[src/rtl/alarm_sup_cfg.svh]
`ifndef ALARM_SUP_CFG_SVH
`define ALARM_SUP_CFG_SVH
// register byte offsets
`define OFS_STATUS     8'h00
`define OFS_MASK       8'h04
`define OFS_LIVE       8'h08
`define OFS_CTRL       8'h0C
`define OFS_TEMP_HI    8'h10
`define OFS_TEMP_LO    8'h14
`define OFS_FLOW_MIN   8'h18
`define OFS_SCAT_MAX   8'h1C
`define OFS_PWR_SET    8'h20
`define OFS_MEAS       8'h24
// alarm bit positions
`define BIT_TEMP_HI    0
`define BIT_TEMP_LO    1
`define BIT_FLOW       2
`define BIT_SCAT       3
`define BIT_PWR        4
`define BIT_PSU        5
`define BIT_COND       6
`define BIT_ILOCK      7
`define NUM_ALARM      8
// reset values
`define RST_TEMP_HI    12'hFFF
`define RST_TEMP_LO    12'h000
`define RST_FLOW_MIN   12'h000
`define RST_SCAT_MAX   12'hFFF
`define RST_PWR_SET    12'h000
`define RST_MASK       8'h00
// measurement width
`define MEAS_W         12
// status-side: live bits sit in bits 8 to 11 of live register, above the latched alarm byte
`define LIVE_LOCK_BIT  8
`define LIVE_PERM_BIT  9
`define LIVE_EMIT_BIT  10
`define LIVE_RDY_BIT   11
// synchroniser reset levels: interlock idles normal, request idles off
`define RST_ILOCK_OK   1'b1
`define RST_EMIT_REQ   1'b0
// byte lanes of the bus
`define LANE0_MSB      7
`define LANE1_LSB      8
`endif

[src/rtl/alarm_sup_pkg.sv]
package alarm_sup_pkg;
	typedef logic [7:0] alarm_vec_t;
	typedef enum logic [1:0] {
		ST_IDLE = 2'b00,
		ST_EMIT = 2'b01,
		ST_LOCK = 2'b11
	} emit_state_e;
endpackage

[src/rtl/laser_alarm_supervisor.sv]
`timescale 1ns/1ps
`include "alarm_sup_cfg.svh"
module laser_alarm_supervisor (
	// clock and reset
	input  wire logic                  clk_i,
	input  wire logic                  rst_i,
	// wishbone slave
	input  wire logic                  cyc_i,
	input  wire logic                  stb_i,
	input  wire logic                  we_i,
	input  wire logic [7:0]            adr_i,
	input  wire logic [3:0]            sel_i,
	input  wire logic [31:0]           dat_i,
	output logic      [31:0]           dat_o,
	output logic                       ack_o,
	// sensors, sampled from pins
	input  wire logic [`MEAS_W-1:0]    temp_i,
	input  wire logic [`MEAS_W-1:0]    flow_i,
	input  wire logic [`MEAS_W-1:0]    scatter_i,
	input  wire logic [`MEAS_W-1:0]    power_i,
	input  wire logic                  psu_fault_i,
	input  wire logic                  cond_fault_i,
	input  wire logic                  interlock_ok_i,
	input  wire logic                  emit_req_i,
	// outputs
	output logic                       emit_o,
	output logic                       ready_o,
	output logic                       alarm_lamp_o,
	output logic                       irq_o
);

	localparam int W = `MEAS_W;

	// two-stage synchronisers for all pin inputs
	// interlock resets to normal: a zero here would log a false interlock event at release
	localparam logic [4*W+3:0] SYNC_IDLE = {{(4*W+2){1'b0}}, `RST_ILOCK_OK, `RST_EMIT_REQ};
	logic [4*W+3:0] pin_raw;
	logic [4*W+3:0] sync1_q;
	logic [4*W+3:0] sync2_q;
	assign pin_raw = {temp_i, flow_i, scatter_i, power_i,
		psu_fault_i, cond_fault_i, interlock_ok_i, emit_req_i};

	always_ff @(posedge clk_i) begin
		if (rst_i) begin
			sync1_q <= SYNC_IDLE;
			sync2_q <= SYNC_IDLE;
		end else begin
			sync1_q <= pin_raw;
			sync2_q <= sync1_q;
		end
	end

	// sampled values; multi-bit words may tear for one cycle, harmless for threshold checks
	logic [W-1:0] temp_s;
	logic [W-1:0] flow_s;
	logic [W-1:0] scat_s;
	logic [W-1:0] pwr_s;
	logic         psu_s;
	logic         cond_s;
	logic         ilock_ok_s;
	logic         req_s;
	assign {temp_s, flow_s, scat_s, pwr_s, psu_s, cond_s, ilock_ok_s, req_s} = sync2_q;

	// configuration registers
	logic [W-1:0]                temp_hi_q;
	logic [W-1:0]                temp_hi_d;
	logic [W-1:0]                temp_lo_q;
	logic [W-1:0]                temp_lo_d;
	logic [W-1:0]                flow_min_q;
	logic [W-1:0]                flow_min_d;
	logic [W-1:0]                scat_max_q;
	logic [W-1:0]                scat_max_d;
	logic [W-1:0]                pwr_set_q;
	logic [W-1:0]                pwr_set_d;
	alarm_sup_pkg::alarm_vec_t   mask_q;
	alarm_sup_pkg::alarm_vec_t   mask_d;
	alarm_sup_pkg::alarm_vec_t   status_q;
	alarm_sup_pkg::alarm_vec_t   status_d;
	alarm_sup_pkg::alarm_vec_t   latch_q;
	alarm_sup_pkg::alarm_vec_t   latch_d;
	alarm_sup_pkg::emit_state_e  state_q;
	alarm_sup_pkg::emit_state_e  state_d;
	logic                        perm_q;
	logic                        perm_d;
	logic                        emit_q;
	logic                        emit_d;
	logic                        ready_q;
	logic                        ready_d;
	logic                        lamp_q;
	logic                        lamp_d;
	logic                        irq_q;
	logic                        irq_d;
	logic                        ack_q;
	logic                        ack_d;
	logic [31:0]                 rdata_q;
	logic [31:0]                 rdata_d;

	// raw fault conditions
	alarm_sup_pkg::alarm_vec_t cond_v;
	logic emitting;
	logic fault_any;
	assign emitting = (state_q == alarm_sup_pkg::ST_EMIT);

	always_comb begin
		cond_v                = '0;
		cond_v[`BIT_TEMP_HI]  = temp_s > temp_hi_q;
		cond_v[`BIT_TEMP_LO]  = temp_s < temp_lo_q;
		cond_v[`BIT_FLOW]     = flow_s < flow_min_q;
		cond_v[`BIT_SCAT]     = emitting && (scat_s > scat_max_q);
		cond_v[`BIT_PWR]      = emitting && (pwr_s < pwr_set_q);
		cond_v[`BIT_PSU]      = psu_s;
		cond_v[`BIT_COND]     = cond_s;
		cond_v[`BIT_ILOCK]    = !ilock_ok_s;
	end

	// interlock excluded: it never locks or lights the lamp
	assign fault_any = |cond_v[`BIT_COND:`BIT_TEMP_HI];

	logic bus_req;
	logic bus_wr;
	logic bus_rd;
	assign bus_req = cyc_i && stb_i && !ack_q;
	assign bus_wr  = bus_req && we_i;
	assign bus_rd  = bus_req && !we_i;

	// write-enable for a 12-bit threshold, honouring byte lanes
	function automatic logic [W-1:0] lane_wr(
		input logic [W-1:0] cur,
		input logic [31:0]  d,
		input logic [3:0]   s
	);
		logic [W-1:0] r;
		r = cur;
		if (s[0]) begin
			r[`LANE0_MSB:0] = d[`LANE0_MSB:0];
		end
		if (s[1]) begin
			r[W-1:`LANE1_LSB] = d[W-1:`LANE1_LSB];
		end
		return r;
	endfunction

	// register file and alarm latching
	always_comb begin
		temp_hi_d  = temp_hi_q;
		temp_lo_d  = temp_lo_q;
		flow_min_d = flow_min_q;
		scat_max_d = scat_max_q;
		pwr_set_d  = pwr_set_q;
		mask_d     = mask_q;
		status_d   = status_q;
		latch_d    = latch_q | cond_v;
		if (bus_wr) begin
			unique case (adr_i)
				`OFS_STATUS: begin
					if (sel_i[0]) status_d = status_q & ~dat_i[`NUM_ALARM-1:0];
				end
				`OFS_MASK: begin
					if (sel_i[0]) mask_d = dat_i[`NUM_ALARM-1:0];
				end
				`OFS_TEMP_HI:  temp_hi_d  = lane_wr(temp_hi_q, dat_i, sel_i);
				`OFS_TEMP_LO:  temp_lo_d  = lane_wr(temp_lo_q, dat_i, sel_i);
				`OFS_FLOW_MIN: flow_min_d = lane_wr(flow_min_q, dat_i, sel_i);
				`OFS_SCAT_MAX: scat_max_d = lane_wr(scat_max_q, dat_i, sel_i);
				`OFS_PWR_SET:  pwr_set_d  = lane_wr(pwr_set_q, dat_i, sel_i);
				default: ;
			endcase
		end
		// new events win over a same-cycle write-one-to-clear
		status_d = status_d | (cond_v & ~latch_q);
	end

	// emission state: lock is only left through reset
	always_comb begin
		state_d = state_q;
		perm_d  = perm_q | cond_v[`BIT_SCAT];
		unique case (state_q)
			alarm_sup_pkg::ST_IDLE: begin
				if (fault_any) state_d = alarm_sup_pkg::ST_LOCK;
				else if (req_s && ilock_ok_s) state_d = alarm_sup_pkg::ST_EMIT;
			end
			alarm_sup_pkg::ST_EMIT: begin
				if (fault_any) state_d = alarm_sup_pkg::ST_LOCK;
				else if (!req_s || !ilock_ok_s) state_d = alarm_sup_pkg::ST_IDLE;
			end
			alarm_sup_pkg::ST_LOCK: state_d = alarm_sup_pkg::ST_LOCK;
			default: state_d = alarm_sup_pkg::ST_LOCK;
		endcase
		// fault takes emission down in the same edge as entering lock
		emit_d  = (state_d == alarm_sup_pkg::ST_EMIT);
	end

	// indicators; ready ignores the lock so the host still sees interlock state
	always_comb begin
		ready_d = ilock_ok_s;
		lamp_d  = lamp_q | fault_any;
		irq_d   = |(status_d & mask_d);
	end

	// read mux and ack, one wait-free cycle
	always_comb begin
		ack_d   = bus_req;
		rdata_d = '0;
		if (bus_rd) begin
			unique case (adr_i)
				`OFS_STATUS:   rdata_d[`NUM_ALARM-1:0] = status_q;
				`OFS_MASK:     rdata_d[`NUM_ALARM-1:0] = mask_q;
				`OFS_LIVE: begin
					rdata_d[`NUM_ALARM-1:0] = latch_q;
					rdata_d[`LIVE_LOCK_BIT] = (state_q == alarm_sup_pkg::ST_LOCK);
					rdata_d[`LIVE_PERM_BIT] = perm_q;
					rdata_d[`LIVE_EMIT_BIT] = emitting;
					rdata_d[`LIVE_RDY_BIT]  = ready_q;
				end
				`OFS_CTRL:     rdata_d[`NUM_ALARM-1:0] = cond_v;
				`OFS_TEMP_HI:  rdata_d[W-1:0] = temp_hi_q;
				`OFS_TEMP_LO:  rdata_d[W-1:0] = temp_lo_q;
				`OFS_FLOW_MIN: rdata_d[W-1:0] = flow_min_q;
				`OFS_SCAT_MAX: rdata_d[W-1:0] = scat_max_q;
				`OFS_PWR_SET:  rdata_d[W-1:0] = pwr_set_q;
				`OFS_MEAS:     rdata_d[W-1:0] = pwr_s;
				default:       rdata_d = '0;
			endcase
		end
	end

	// configuration and alarm flags
	always_ff @(posedge clk_i) begin
		if (rst_i) begin
			temp_hi_q  <= `RST_TEMP_HI;
			temp_lo_q  <= `RST_TEMP_LO;
			flow_min_q <= `RST_FLOW_MIN;
			scat_max_q <= `RST_SCAT_MAX;
			pwr_set_q  <= `RST_PWR_SET;
			mask_q     <= `RST_MASK;
			status_q   <= '0;
			latch_q    <= '0;
		end else begin
			temp_hi_q  <= temp_hi_d;
			temp_lo_q  <= temp_lo_d;
			flow_min_q <= flow_min_d;
			scat_max_q <= scat_max_d;
			pwr_set_q  <= pwr_set_d;
			mask_q     <= mask_d;
			status_q   <= status_d;
			latch_q    <= latch_d;
		end
	end

	// emission state
	always_ff @(posedge clk_i) begin
		if (rst_i) begin
			state_q    <= alarm_sup_pkg::ST_IDLE;
			perm_q     <= 1'b0;
			emit_q     <= 1'b0;
		end else begin
			state_q    <= state_d;
			perm_q     <= perm_d;
			emit_q     <= emit_d;
		end
	end

	// indicators
	always_ff @(posedge clk_i) begin
		if (rst_i) begin
			ready_q    <= 1'b0;
			lamp_q     <= 1'b0;
			irq_q      <= 1'b0;
		end else begin
			ready_q    <= ready_d;
			lamp_q     <= lamp_d;
			irq_q      <= irq_d;
		end
	end

	// bus answer
	always_ff @(posedge clk_i) begin
		if (rst_i) begin
			ack_q      <= 1'b0;
			rdata_q    <= '0;
		end else begin
			ack_q      <= ack_d;
			rdata_q    <= rdata_d;
		end
	end

	assign emit_o       = emit_q;
	assign ready_o      = ready_q;
	assign alarm_lamp_o = lamp_q;
	assign irq_o        = irq_q;
	assign ack_o        = ack_q;
	assign dat_o        = rdata_q;

endmodule

[config.mk]
export PLATFORM = sky130hd
export DESIGN_NAME = laser_alarm_supervisor
export DESIGN_NICKNAME = d
export VERILOG_FILES = /design/src/rtl/alarm_sup_pkg.sv /design/src/rtl/laser_alarm_supervisor.sv
export VERILOG_INCLUDE_DIRS = /design/src /design/src/rtl
export SDC_FILE = /design/constraint.sdc
export NUM_CORES = 1
export LEC_CHECK = 0
export BUFFER_PORTS_ARGS = -buffer_cell sky130_fd_sc_hd__buf_4
export CAP_MARGIN = 20
export CORE_MARGIN = 2
export CORE_UTILIZATION = 56
export DETAILED_ROUTE_END_ITERATION = 8
export HOLD_SLACK_MARGIN = 0.12
export PLACE_DENSITY = 0.79
export SLEW_MARGIN = 20
export SYNTH_ARGS = -nofsm -noshare
export SYNTH_HDL_FRONTEND = slang
export SYNTH_SLANG_ARGS = --single-unit
[constraint.sdc]
create_clock -name clk_i -period 2.52 [get_ports clk_i]
set_input_delay 0.504 -clock clk_i [delete_from_list [all_inputs] [get_ports clk_i]]
set_output_delay 0.504 -clock clk_i [all_outputs]
set_load 0.01 [all_outputs]
==> impl_results.md <==
- Outcome: finished, final reports clean
- WHS: 0.1944 ns
- Global-route wire length before repair: 34960 um
- Req. time, crit path: 2.96 ns
- IO buf count: 95
- Vias per inst: 5.656
- Max-slew headroom: 41.69%
- Netlist cell types: 55
- Vias in the first global route: 6679
- Clock slew at reported path FFs: 0.06 ns
- Fin. Hold Viols: 0
- Routed wire length: 22450 um
- #FFs+latches synth: 208
- Die Y: 128.8 um
- Wirelength per Cell: 17.62 um
- Critical path fanouts, max: 4
- Total Power: 7.248 mW
- Kind of critical path: flip-flop to flip-flop
- CP Launch Type: flip-flop
- Worst Skew: 0.01740 ns
- Layout Cells excl Fill: 1274
- CTS Sinks: 208
- Critical-path cell list: inv_1 > ha_1 > a21oi_1 > o21ai_0 > a221oi_2 > buf_4 > a21oi_2 > buf_4 > nor3_1 > and4_4 > and4_1
- VDD IR-drop max: 0.0005900 V
- Starting Density: 57.42%
- Initial antenna violation count: 0
- Clock Latency Late Sink: 0.51 ns
- Unrepaired setup endpoints after global routing: false
- Inst Count DP: 1236
- Crit path buffers/inverters: 3
- Clock buffer depth: 3
- MaxCap Viol Count: 0
- EDFF count, synth: 0
- CTS Buf Count: 22
- Die area: 16600 um^2
- Area of the core: 15200 um^2
- GRT Total Usage: 26.95%
- CTS tree: built
- Detailed Routing Iterations Pass 1: 6
- Pin count of the biggest net entering global routing: 196
- Fmax: 429.4 MHz
- CP max-delay cell: dfxtp_1
- Drt initial violations: 736
- GP Congestion: 0.9528
- Hold_buf cts: 0
- Final Max Tran Viols: 0
- Worst Setup End Kind: flip-flop
- CP dominant cell by count: buf_4
- Seq/Total Area, Yosys: 47.71%
- Root Buffer: clkbuf_16
- Gate Count Post-Synth: 946
- Worst min-delay path category: input port to flip-flop
- GR Overflow Total: 0
- Fin crit share: 92.41%
- Flop-to-flop setup slack: 0.19 ns
- Family with the most delay on the worst path: compound AO/OA/AOI/OAI gates
- Die W: 128.8 um
- Layout cells sized above 1: 18.32%
- Layout area overhead: 22.16%
- Arr. time, crit path: 2.77 ns
- Async set-reset flop share out of synthesis: 0%
- Final ANT Viol Nets: 0
- Avg Inst Size Synth: 9.227 um^2
- Lkg Pwr: 4.716 nW
- DRC: 0
- Worst-margin pin slew: 0.8747 ns
- Setup-failing EPs final: 0
- Num rows: 45
- Routed vias: 7206
- CP peak stage delay: 0.34 ns
- Tmin final: 2.329 ns
- I/O pin count: 138
- Hpwl dp: 15860 um
- Synth Flop Type: dfxtp_1
- Post-Syn Area: 8728 um^2
- Pwr/cell area: 679.7 nW/um^2
- H-Tree Depth: 1
- Synth warn: 0
- Ant. Diodes: 0
- Nets: 1230
- Postcts setup bufs: 0
-- stage by stage --
step / worst slack, ns / cell area [um^2] / setup TNS (ns) / utilization (%)
after CTS: 0.01828 / 10650 / 0 / 70.06
after detailed placement: -0.02992 / 9888 / -0.08728 / 65.05
final: 0.1914 / 10660 / 0 / 70.14
after global routing: 0.04504 / 10660 / 0 / 70.14
after global placement: 0.007272 / 9888 / 0 / 65.05
after floorplan: 0.3622 / 8800 / 0 / -
-- cell families after synthesis --
kind of cell	Yosys count	share of synthesized area (%)
AO/OA/AOI/OAI	193	15.42
buffers and inverters	136	6.866
flip-flops	208	47.71
AND/OR/NAND/NOR	345	21.10
multiplexers	6	0.6881
adder cells (fa/ha/maj)	57	8.171
other	1	0.04296
-- report_power, final --
part	switching, mW	leakage, nW	internal, mW	total, mW
combinational	0.237	2.64	0.229	0.466
sequential	0.0485	1.70	3.39	3.44
clock	1.28	0.376	2.06	3.34
total	1.56	4.72	5.68	7.25
-- repair_timing --
item	in CTS	in global routing
resized for setup	0	4
endpoints found under the hold margin	0	0
setup endpoints to repair	0	5
-- cell type report --
type,instances,area [um^2]
Tap cell,188,235.2
Sequential cell,208,4164
Multi-Input combinational cell,621,4049
Clock buffer,32,679.4
Timing Repair Buffer,147,1182
Clock inverter,6,82.58
Inverter,72,270.3
Fill cell,1180,4539
-- worst register-to-register path, cell delays in order (launching register included) --
cell      delay [ns]
dfxtp_1         0.34
inv_1           0.05
ha_1            0.28
a21oi_1         0.14
o21ai_0         0.14
a221oi_2        0.28
buf_4           0.17
a21oi_2         0.09
buf_4           0.16
nor3_1          0.13
and4_4          0.28
and4_1          0.20
-- worst paths after layout --
| kind | from | to | cells past startpoint |
|---|---|---|---|
| setup / recovery | temp_hi_q[5]$_SDFFE_PP1P_ | emit_o$_SDFF_PP0_ | 11 |
| hold / removal | interlock_ok_i | sync1_q[1]$_SDFF_PP1_ | 2 |
| setup reg to reg | temp_hi_q[5]$_SDFFE_PP1P_ | emit_o$_SDFF_PP0_ | 11 |
| hold reg to reg | sync1_q[1]$_SDFF_PP1_ | sync2_q[1]$_SDFF_PP1_ | 1 |
-- cell usage in the layout (no fill, tap or decap), types with 16 or more instances in the layout --
master	instances
inv_1	72
buf_4	140
nor2b_1	110
a21o_1	19
clkbuf_16	23
conb_1	20
dfxtp_1	208
a211o_1	16
a21oi_1	67
nand2_1	73
a22oi_1	22
nor2_1	56
nand3_1	39
ha_1	57
-- synth_stat cells (7+ instances only) --
cell type  count  share of area [%]
dfxtp_1      208                 48
nor2b_1      110                7.9
nand2_1       73                3.1
inv_1         72                3.1
a21oi_1       68                3.9
ha_1          57                8.2
nor2_1        56                2.4
nand3_1       39                2.2
clkbuf_1      29                1.2
a22oi_1       22                1.9
buf_4         21                1.8
a21o_1        19                1.6
a211o_1       16                1.6
nand3b_1      12                1.0
a31oi_1       11               0.79
nand4_1       11               0.79
o21ai_0       11               0.63
a221oi_1       9               0.90
a222oi_1       9                1.0
and3_1         9               0.65
buf_2          7               0.40
-- sequential cells by signal (all words and copies together) (netlist names) --
register      cells
irq_o             1
ack_o             1
temp_lo_q        12
sync2_q          52
status_q          8
flow_min_q       12
emit_o            1
perm_q            1
temp_hi_q        12
alarm_lamp_o      1
mask_q            8
latch_q           8
ready_o           1
sync1_q          52
dat_o            12
state_q           2
pwr_set_q        12
scat_max_q       12
-- per-layer routing --
metal	vias to the layer above	GRT usage, %	wire, um	share of wire, %
met4	0	10.42	695	3.1
met2	349	43.04	10140	45
met3	53	4.366	1991	8.9
met1	3325	36.82	9622	43
met5	-	0	0	0
li1	3479	-	-	-
No activity file was read; power rests on OpenSTA's default activity.
